$ cat src/shared/nvb_pkg.sv
/*
 nvb_pkg: constants for the byte-wide nonvolatile store access block.
 assumes one system clock; all values named here, none in the logic.
*/
package nvb_pkg;
   localparam int NVB_DEPTH = 128;
   localparam int NVB_AW = 7;
   localparam int NVB_DW = 8;
   localparam logic [7:0] NVB_CTRL_OFFSET = 8'h40;
   localparam logic [7:0] NVB_CTRL_SECTOR = 8'h01;
   localparam logic [7:0] NVB_RESET_BYTE = 8'h00;
   localparam logic [6:0] NVB_RESET_INDEX = 7'h00;
   localparam int NVB_BIT_PROG_PERMIT = 3;
   localparam int NVB_BIT_PROG_TRIG = 2;
   localparam int NVB_BIT_READ_PERMIT = 1;
   localparam int NVB_BIT_READ_TRIG = 0;
   localparam int NVB_READ_CYCLES = 4;
   localparam int NVB_WRITE_TICKS = 4;
   localparam int NVB_CNT_W = 16;
   localparam logic [15:0] NVB_CNT_ONE = 16'h0001;
   localparam logic [15:0] NVB_CNT_ZERO = 16'h0000;
   localparam logic [2:0] NVB_SYNC_ZERO = 3'h0;
endpackage

$ cat src/hdl/nvb_access.sv
/*
 nvb_access: nonvolatile byte store with index, value and control registers.
 holds the 128-byte array, the index and value registers, the control
 register reached through the indirect pointer, a read sequencer that
 counts system clocks and a write sequencer that counts slow-timer ticks,
 and the write-done request flag with its vector qualifier.
 assumes the cpu core drives the write strobes, the indirect pointer
 high byte, and a slow timer tick from an asynchronous oscillator.
 assumes every strobe is a one-cycle pulse synchronous to clk and that
 the slow tick is a free square wave whose every edge is one tick.
 assumes the core clears the done flag through the serviced pulse and
 handles nesting and priority of interrupts itself.
 the store itself has no reset; its contents persist across srst.
 registers read back one cycle after the state they mirror.
*/
// Function
// [RULE_01] store of 128 bytes, accessed byte-wise
// [RULE_02] control decodes at 40h, sector 01h
// [RULE_03] index is 7 bits, bit 7 zero
// [RULE_04] control bit layout; upper bits read zero
// [RULE_05] program trigger ignored without prior permit
// [RULE_06] program trigger self-clears at write end
// [RULE_07] read trigger ignored without prior permit
// [RULE_08] read trigger clears, value then valid
// [RULE_09] value register holds until next operation
// [RULE_10] program permit clear blocks writes
// [RULE_11] read permit clear blocks reads
// [RULE_12] firmware sets permit then trigger consecutively
// [RULE_13] firmware sets one control bit per instruction
// [RULE_14] firmware masks interrupts around write start
// [RULE_15] write timed by asynchronous slow timer
// [RULE_16] firmware ensures slow clock is stable
// [RULE_17] firmware leaves registers alone during write
// [RULE_18] write end sets done flag
// [RULE_19] vector only with both enables, stack free
// [RULE_20] done flag clears when serviced
// [RULE_21] reset clears permit and pointer high
// [RULE_22] firmware reloads index for every read
// [RULE_23] firmware avoids sleep during operations
// [RULE_24] cycle lengths are parameters; trigger held
// [RULE_25] control writes ignored during write cycle
`timescale 1ns/1ps
`default_nettype none
module nvb_access
   import nvb_pkg::*;
#(
   parameter int READ_CYCLES = NVB_READ_CYCLES,
   parameter int WRITE_TICKS = NVB_WRITE_TICKS
) (
   input wire logic clk,
   input wire logic srst,
   input wire logic indexWrite,
   input wire logic valueWrite,
   input wire logic pointerLowWrite,
   input wire logic pointerHighWrite,
   input wire logic indirectWrite,
   input wire logic [7:0] cpuWriteData,
   input wire logic slowTick,
   input wire logic global_irq_enable,
   input wire logic nv_done_irq_enable,
   input wire logic stackFull,
   input wire logic irqServiced,
   output logic [7:0] nv_byte_index,
   output logic [7:0] nv_byte_value,
   output logic [7:0] nv_control,
   output logic [7:0] pointer1_low,
   output logic [7:0] pointer1_high,
   output logic nv_done_irq_flag,
   output logic irqVector
);
   // one-hot sequencer states
   typedef enum logic [2:0] {
      NVB_IDLE = 3'b001,
      NVB_READ = 3'b010,
      NVB_WRITE = 3'b100
   } nvb_state_e;

   // storage and sequencing
   logic [NVB_DW-1:0] store [NVB_DEPTH];
   nvb_state_e state;
   logic [NVB_CNT_W-1:0] count;
   logic isIdle;
   logic isReading;
   logic isWriting;

   // register image
   logic [NVB_AW-1:0] index;
   logic progPermit;
   logic progTrig;
   logic readPermit;
   logic readTrig;

   // slow timer crossing
   logic [2:0] tickSync;
   logic tickEdge;

   // decode and events
   logic ctrlSel;
   logic ctrlWrite;
   logic startWrite;
   logic startRead;
   logic readDone;
   logic writeDone;

   assign isIdle = (state == NVB_IDLE);
   assign isReading = (state == NVB_READ);
   assign isWriting = (state == NVB_WRITE);
   // control decodes only at its offset in sector 1
   assign ctrlSel = (pointer1_low == NVB_CTRL_OFFSET)
                    && (pointer1_high == NVB_CTRL_SECTOR); // [RULE_02]
   // a running write shields the control register
   assign ctrlWrite = indirectWrite && ctrlSel && !isWriting; // [RULE_25]
   // trigger acts only on a permit already held
   assign startWrite = ctrlWrite
                       && cpuWriteData[NVB_BIT_PROG_TRIG]
                       && progPermit
                       && isIdle; // [RULE_05] [RULE_10]
   assign startRead = ctrlWrite
                      && cpuWriteData[NVB_BIT_READ_TRIG]
                      && readPermit
                      && isIdle
                      && !startWrite; // [RULE_07] [RULE_11]
   // each toggle of the slow clock is one timer tick
   assign tickEdge = tickSync[1] ^ tickSync[2]; // [RULE_15]
   assign readDone = isReading && (count == NVB_CNT_ONE);
   assign writeDone = isWriting
                      && tickEdge
                      && (count == NVB_CNT_ONE);

   // slow tick synchroniser; stage 0 feeds stage 1 only
   always_ff @(posedge clk) begin
      if (srst) begin
         tickSync <= NVB_SYNC_ZERO;
      end else begin
         tickSync <= {tickSync[1:0], slowTick};
      end
   end

   // pointer low byte selects the register within a sector
   always_ff @(posedge clk) begin
      if (srst) begin
         pointer1_low <= NVB_RESET_BYTE;
      end else if (pointerLowWrite) begin
         pointer1_low <= cpuWriteData;
      end
   end

   // sector 0 after reset keeps the control register out of reach
   always_ff @(posedge clk) begin
      if (srst) begin
         pointer1_high <= NVB_RESET_BYTE; // [RULE_21]
      end else if (pointerHighWrite) begin
         pointer1_high <= cpuWriteData;
      end
   end

   // index register; bit 7 is not implemented
   always_ff @(posedge clk) begin
      if (srst) begin
         index <= NVB_RESET_INDEX; // [RULE_03]
      end else if (indexWrite) begin
         index <= cpuWriteData[NVB_AW-1:0];
      end
   end

   always_ff @(posedge clk) begin
      if (srst) begin
         state <= NVB_IDLE;
      end else begin
         unique case (state)
            NVB_IDLE: begin
               if (startWrite) begin
                  state <= NVB_WRITE;
               end else if (startRead) begin
                  state <= NVB_READ;
               end
            end
            NVB_READ: begin
               if (readDone) begin
                  state <= NVB_IDLE;
               end
            end
            NVB_WRITE: begin
               if (writeDone) begin
                  state <= NVB_IDLE;
               end
            end
         endcase
      end
   end

   // cycle counter: reads count clocks, writes count slow ticks
   always_ff @(posedge clk) begin
      if (srst) begin
         count <= NVB_CNT_ZERO;
      end else if (startWrite) begin
         count <= NVB_CNT_W'(WRITE_TICKS); // [RULE_24]
      end else if (startRead) begin
         count <= NVB_CNT_W'(READ_CYCLES); // [RULE_24]
      end else if (isReading && !readDone) begin
         count <= count - NVB_CNT_ONE;
      end else if (isWriting && tickEdge && !writeDone) begin
         count <= count - NVB_CNT_ONE; // [RULE_15]
      end
   end

   // permit bits follow every accepted control write
   always_ff @(posedge clk) begin
      if (srst) begin
         progPermit <= 1'b0; // [RULE_21] [RULE_04]
      end else if (ctrlWrite) begin
         progPermit <= cpuWriteData[NVB_BIT_PROG_PERMIT];
      end
   end

   always_ff @(posedge clk) begin
      if (srst) begin
         readPermit <= 1'b0; // [RULE_04]
      end else if (ctrlWrite) begin
         readPermit <= cpuWriteData[NVB_BIT_READ_PERMIT];
      end
   end

   // program trigger stays set for the whole write cycle
   always_ff @(posedge clk) begin
      if (srst) begin
         progTrig <= 1'b0;
      end else if (writeDone) begin
         progTrig <= 1'b0; // [RULE_06]
      end else if (startWrite) begin
         progTrig <= 1'b1; // [RULE_24]
      end
   end

   // read trigger; a zero written while idle drops it as well
   always_ff @(posedge clk) begin
      if (srst) begin
         readTrig <= 1'b0;
      end else if (readDone) begin
         readTrig <= 1'b0; // [RULE_08]
      end else if (startRead) begin
         readTrig <= 1'b1; // [RULE_24]
      end else if (ctrlWrite && !cpuWriteData[NVB_BIT_READ_TRIG] && isIdle) begin
         readTrig <= 1'b0;
      end
   end

   // one byte committed at the end of the write timer
   always_ff @(posedge clk) begin
      if (writeDone) begin
         store[index] <= nv_byte_value; // [RULE_01]
      end
   end

   // value register: cpu write, or the byte fetched by a read
   always_ff @(posedge clk) begin
      if (srst) begin
         nv_byte_value <= NVB_RESET_BYTE;
      end else if (readDone) begin
         nv_byte_value <= store[index]; // [RULE_08] [RULE_09]
      end else if (valueWrite && state != NVB_WRITE) begin
         nv_byte_value <= cpuWriteData;
      end
   end

   // done flag: a new write end wins over servicing
   always_ff @(posedge clk) begin
      if (srst) begin
         nv_done_irq_flag <= 1'b0;
      end else if (writeDone) begin
         nv_done_irq_flag <= 1'b1; // [RULE_18]
      end else if (irqServiced) begin
         nv_done_irq_flag <= 1'b0; // [RULE_20]
      end
   end

   // vector request; the service pulse masks it at once
   always_ff @(posedge clk) begin
      if (srst) begin
         irqVector <= 1'b0;
      end else begin
         irqVector <= nv_done_irq_flag
                      && global_irq_enable && nv_done_irq_enable
                      && !stackFull && !irqServiced; // [RULE_19]
      end
   end

   always_ff @(posedge clk) begin
      if (srst) begin
         nv_byte_index <= NVB_RESET_BYTE;
      end else begin
         nv_byte_index <= {1'b0, index}; // [RULE_03]
      end
   end

   always_ff @(posedge clk) begin
      if (srst) begin
         nv_control <= NVB_RESET_BYTE;
      end else begin
         nv_control <= {4'h0, progPermit, progTrig, readPermit, readTrig}; // [RULE_04]
      end
   end
endmodule
`default_nettype wire

$ cat config.mk
export PLATFORM = sky130hd
export DESIGN_NAME = nvb_access
export DESIGN_NICKNAME = d
export VERILOG_FILES = /design/src/shared/nvb_pkg.sv /design/src/hdl/nvb_access.sv
export SDC_FILE = /design/constraint.sdc
export NUM_CORES = 1
export LEC_CHECK = 0
export BUFFER_PORTS_ARGS = -buffer_cell sky130_fd_sc_hd__buf_2
export CAP_MARGIN = 40
export CORE_ASPECT_RATIO = 0.75
export CORE_MARGIN = 2
export CORE_UTILIZATION = 55
export DETAILED_ROUTE_END_ITERATION = 16
export HOLD_SLACK_MARGIN = 0.12
export PLACE_DENSITY = 0.71
export SYNTH_ARGS = -nofsm -noshare
export SYNTH_HDL_FRONTEND = slang
export SYNTH_SLANG_ARGS = --single-unit
$ cat constraint.sdc
create_clock -name clk -period 3.34 [get_ports clk]
set_input_delay 0.668 -clock clk [delete_from_list [all_inputs] [get_ports clk]]
set_output_delay 0.668 -clock clk [all_outputs]
set_load 0.01 [all_outputs]
* Yosys cells after proc, flatten, opt, wreduce, memory -nomap -nowiden
Memories as Yosys holds them, arrays and structs flattened. A register that Yosys moved wholly into a read port is not among the register bits.
Cells that the tools add are included.
** Word-level totals
- Register bits :: 75
- Memories :: 1
- Memory bits (writable) :: 1024
- Logic and storage cells :: 88
- Output and inout bits :: 42
- Bits of input ports :: 20
** Cells by class
- Mux-type cells :: 19
- Bitwise logic cells :: 1
- Add/sub/neg operators :: 1
- Equal/unequal tests :: 10
- Reduce and logical (&&, ||, !) cells :: 38
** Memories
- store :: depth 128, bits a word 8, read ports 1, clocked after Yosys merged registers in 1, write ports 1, RTL line nvb_access.sv:79 : logic [NVB_DW-1:0] store [NVB_DEPTH];
** Operators with widths (count)
- 2-to-1 mux 16 bit :: 2
- logical AND 1 bit :: 22
- 2-to-1 mux 3 bit :: 6
- equality test 16 x 1 -> 1 bit (second input constant) :: 1
- 2-to-1 mux 8 bit :: 2
- subtractor 16 x 1 -> 16 bit (second input constant) :: 1
- 2-to-1 mux 7 bit :: 2
- case mux 3 bit (3 select lines) :: 1
- equality test 8 x 1 -> 1 bit (second input constant) :: 1
- equality test 8 x 7 -> 1 bit (second input constant) :: 1
- nonzero test 2 bit :: 4
- zero test 1 bit :: 7
- 2-to-1 mux 1 bit :: 6
- != test 2 x 1 -> 1 bit (second input constant) :: 2
- nonzero test 4 bit :: 1
- OR reduction 2 bit :: 2
- equality test 3 x 1 -> 1 bit (second input constant) :: 1
- equality test 3 x 2 -> 1 bit (second input constant) :: 1
- equality test 3 bit (second input constant) :: 1
- != test 3 x 1 -> 1 bit (second input constant) :: 1
- != test 3 bit (second input constant) :: 1
- AND reduction 3 bit :: 1
- OR reduction 3 bit :: 1
- bitwise XOR 1 bit :: 1

* Logic depth before layout (Yosys ltp)
- Word-level depth :: 12
- Mapped depth :: 11
- Mapped depth without buffers :: 8

* Worst setup path before layout
Ideal clock, no wire load.
- Path type :: reg-to-output
- Start point :: reg nv_byte_value[0]
- End point :: out nv_byte_value[0]
- Path slack :: 0.769 ns
- Stages on the path, launching flop included :: 1
- Path buffers :: 0
- Data required time :: 2.672 ns
- Arrival time :: 1.903 ns
- Path through :: dfxtp_1
** RTL lines
- from (decl) :: RTL line nvb_access.sv:64 : output logic [7:0] nv_byte_value,
- from (signal assigned) :: RTL line nvb_access.sv:260 : nv_byte_value <= store[index];
- from (signal assigned) :: RTL line nvb_access.sv:262 : nv_byte_value <= cpuWriteData;
No word-level cell between the ends.

==> results.toml <==
[setup_path]
regToRegSetupSlack_ns = 0.14
end_kind = "register"
r2r_end = "nv_byte_value[7]$_SDFFE_PP0P_"
start_kind = "register"
crit_type = "register to register"
crit_cells = 7
critPathBufInv = 1
slowest_delay_ns = 0.65
crit_fanout = 22
rr_worst_depth = 7
worstPathCellList = "nor2b_4 -> buf_4 -> a22oi_1 -> nand3_1 -> nand4_1 -> o31ai_2 -> o22ai_1"
arrival_ns = 3.71
crit_family = "simple AND/OR/NAND/NOR gates"
crit_slowest_cell = "nor2b_4"
cp.required_ns = 3.85
crit_end = "nv_byte_value[7]$_SDFFE_PP0P_"

[detailed_routing]
routed.top_layer = "met5"
drt_iter0_drc = 3389
avgViaCountPerCell = 6.33
wl_met1_um = 43500
num_vias = 23500
wirelength_um = 106000
wl_per_cell_um = 28.6
drtPass1Iterations = 5
met2_length_um = 46600
wl_met3_um = 13500
ant_nets = 0
drc = 0

[synthesis]
ys_warn_count = 0
synthCells = 2355
synth_top_area_share_pct = 71.6
syn_avg_cell_area_um2 = 18.2
synth_edf_count = 1024
synth_seq_cells = 1101
ys_seq_area_share_pct = 75.2
ys_types = 56
synth_area_leader_cell = "edfxtp_1"
synth_area_leaders = "edfxtp_1, mux4_2, mux2i_1"
synthArstFlopShare_pct = 0
syn-cell-area_mm2 = 0.0430
ys.flop_type = "edfxtp_1"

[worst_hold_path]
worstHoldPathType = "input pin to register"

[floorplanning]
ios = 62
die_w_um = 327
placementRows = 88
die_height_um = 246
coreArea_mm2 = 0.0771
start_util_pct = 55.7
dieArea_mm2 = 0.0804

[clock_tree]
clockBufferDepth = 3
numCtsBuffers = 99
cts-htree-levels = 3
cts_sinks = 1101
cts_tree = "built"
postCtsSetupBuffers = 0
clock_latency_ns = 0.67
path_clk_slew_ns = 0.07
hold_buffers = 0
cts_root_buf = "clkbuf_16"

[global_routing]
overflow = 0
grt_pass1_wl_um = 155000
antenna_found_initial = 2
track_usage_pct = 26.5
first_global_vias = 22900
grt_max_degree = 97

[sta]
period_share_pct = 95.7
fin_skew_ns = 0.0282
worstMarginPinSlew_ns = 0.884
period_minus_slack_ns = 3.20
tns_ns = 0
hold_viol = 0
clock.fmax_ghz = 0.313
rsz0062_at_grt = "no"
slew_headroom_pct = 40.9
drv_slew = 0
setup_viol = 0

[placed_design]
portBuffers = 56
place.gp.congestion = 0.920
placed_area_mm2 = 0.0456
hpwl_um = 67800
dp_cells = 3529

[pwr]
p_leak_nw = 15.9
internal_power_mw = 22.3
power.density_mw_per_mm2 = 580
ir_drop_mv = 0.412
swShare_pct = 21.3
clockPowerShare_pct = 40.4
switching_power_mw = 6.03
share_seq_of_total_power_pct = 54.0
p_comb_share_pct = 5.6

[layout]
area_growth_pct = 13.9
fin_nets = 2617
finalNonFillerCells = 3707
fill_cells = 5300
finalInstanceArea_mm2 = 0.0489
drive_gt1_share_pct = 22.2

[job]
cap_viol_max_count = 0

[run_status]
status = "finished, final reports clean"
## Yosys cell counts (3+ instances only)
cell type     n
o211ai_1      6
nor3_1       12
nand2b_1      8
xor2_1        9
nand2_1      81
a31oi_1       4
a21oi_1      36
a22oi_1     115
and3_1        9
edfxtp_1   1024
clkbuf_1     55
nand3_1      50
a221oi_1      7
and2_1        5
buf_4        27
mux4_2      142
nor4_1       11
a211oi_1     13
inv_1         4
xnor2_1       6
o31ai_1       6
mux2_2       11
buf_6        13
buf_1        10
nor4b_1       4
nand4_1      24
o22ai_1      12
nor2b_1      30
mux2i_1     277
nor2_1      190
nor3b_1       3
nand3b_1      3
a311oi_1      5
o21ai_0      10
buf_2        32
dfxtp_1      77
## flip-flops by register name (all words and copies together) (netlist names), 3 cells and up, named ones only
register / count
nv_control: 4
pointer1_high: 8
count: 16
state: 3
store: 1024
pointer1_low: 8
nv_byte_value: 8
index: 7
nv_byte_index: 7
tickSync: 3
## power groups by stage
stage / combinational, mW / clock, mW / sequential [mW]
after CTS: 1.58 / 11.6 / 15.3
after global routing: 1.69 / 12.1 / 15.3
after detailed placement: 1.57 / 0 / 15.6
after global placement: 1.54 / 0 / 15.6
final: 1.59 / 11.5 / 15.3
after floorplan: 0.952 / 0 / 15.6
## worst min-delay path by stage
| stage | from | to | cells past startpoint | slack (ns) |
|---|---|---|---|---|
| 6_report | stackFull | irqVector$_SDFF_PP0_ | 2 | 0.17 |
| 5_1_grt | stackFull | irqVector$_SDFF_PP0_ | 2 | 0.17 |
| 4_1_cts | stackFull | irqVector$_SDFF_PP0_ | 2 | 0.12 |
| 3_5_place_dp | tickSync[0]$_SDFF_PP0_ | tickSync[1]$_SDFF_PP0_ | 1 | 0.46 |
| 3_3_place_gp | tickSync[0]$_SDFF_PP0_ | tickSync[1]$_SDFF_PP0_ | 1 | 0.43 |
| 2_1_floorplan | tickSync[0]$_SDFF_PP0_ | tickSync[1]$_SDFF_PP0_ | 1 | 0.41 |
## routing by layer
metal,vias to the layer above,global-route usage [%]
met2,1411,38.3
li1,9880,-
met5,-,0
met4,2,5.99
met1,12000,39.7
met3,166,8.41
## worst reg2reg max path, cell delays in order, from the launching register on
cell	delay, ns
dfxtp_4	0.56
nor2b_4	0.66
buf_4	0.40
a22oi_1	0.15
nand3_1	0.40
nand4_1	0.22
o31ai_2	0.54
o22ai_1	0.12
## what timing repair did
item	4_1_cts	5_1_grt
hold endpoints to repair	0	0
resized for setup	0	1
setup endpoints to repair	0	1
## layout make-up
type	count	area [um2]	share of cell area [%]
clock inverter	51	488	0.997
multi-input combinational	1116	9930	20.3
clock buffer	126	2790	5.71
sequential	1101	32300	66.1
antenna	1	2.50	0.00511
timing repair buffer	272	2070	4.22
tap	1035	1290	2.65
inverter	5	18.8	0.0384
## kinds of logic after synthesis
family	share of synthesized area, %
xor gates and xnor gates	0.306
DFF	75.2
and+or+nand+nor	4.85
adders and majority gates	0.0582
buffers and inverters	1.80
other	0.00873
AOI/OAI and AO/OA	3.56
muxes	14.2
## cells in the final DEF, fill, tap and decap left out, types with 5 or more instances in the layout
master,instances
a211oi_1,13
a21oi_1,36
a221oi_1,7
a22oi_1,115
a311oi_1,5
and3_1,9
buf_12,13
buf_2,56
buf_4,202
bufinv_16,9
clkbuf_1,13
clkbuf_16,107
clkinv_1,20
clkinv_2,14
conb_1,5
dfxtp_1,65
dfxtp_4,11
edfxtp_1,1024
mux2_2,11
mux2i_1,277
mux4_2,142
nand2_1,81
nand2b_1,8
nand3_1,50
nand4_1,24
nor2_1,190
nor2b_1,28
nor3_1,12
nor4_1,11
o211ai_1,6
o21ai_0,10
o22ai_1,12
o31ai_1,5
xnor2_1,6
xor2_1,9
## per-stage QoR
stage | hold slack, ns | setup slack, ns | util (%) | total power [mW]
after floorplan | 0.414 | 0.769 | - | 16.6
after global placement | 0.430 | 0.140 | 59.2 | 17.1
after detailed placement | 0.461 | 0.125 | 59.2 | 17.2
after CTS | 0.123 | 0.0966 | 63.5 | 28.5
after global routing | 0.167 | 0.0107 | 63.5 | 29.1
final | 0.167 | 0.143 | 63.5 | 28.4
Note: power is estimated with default switching activity, not from simulation.
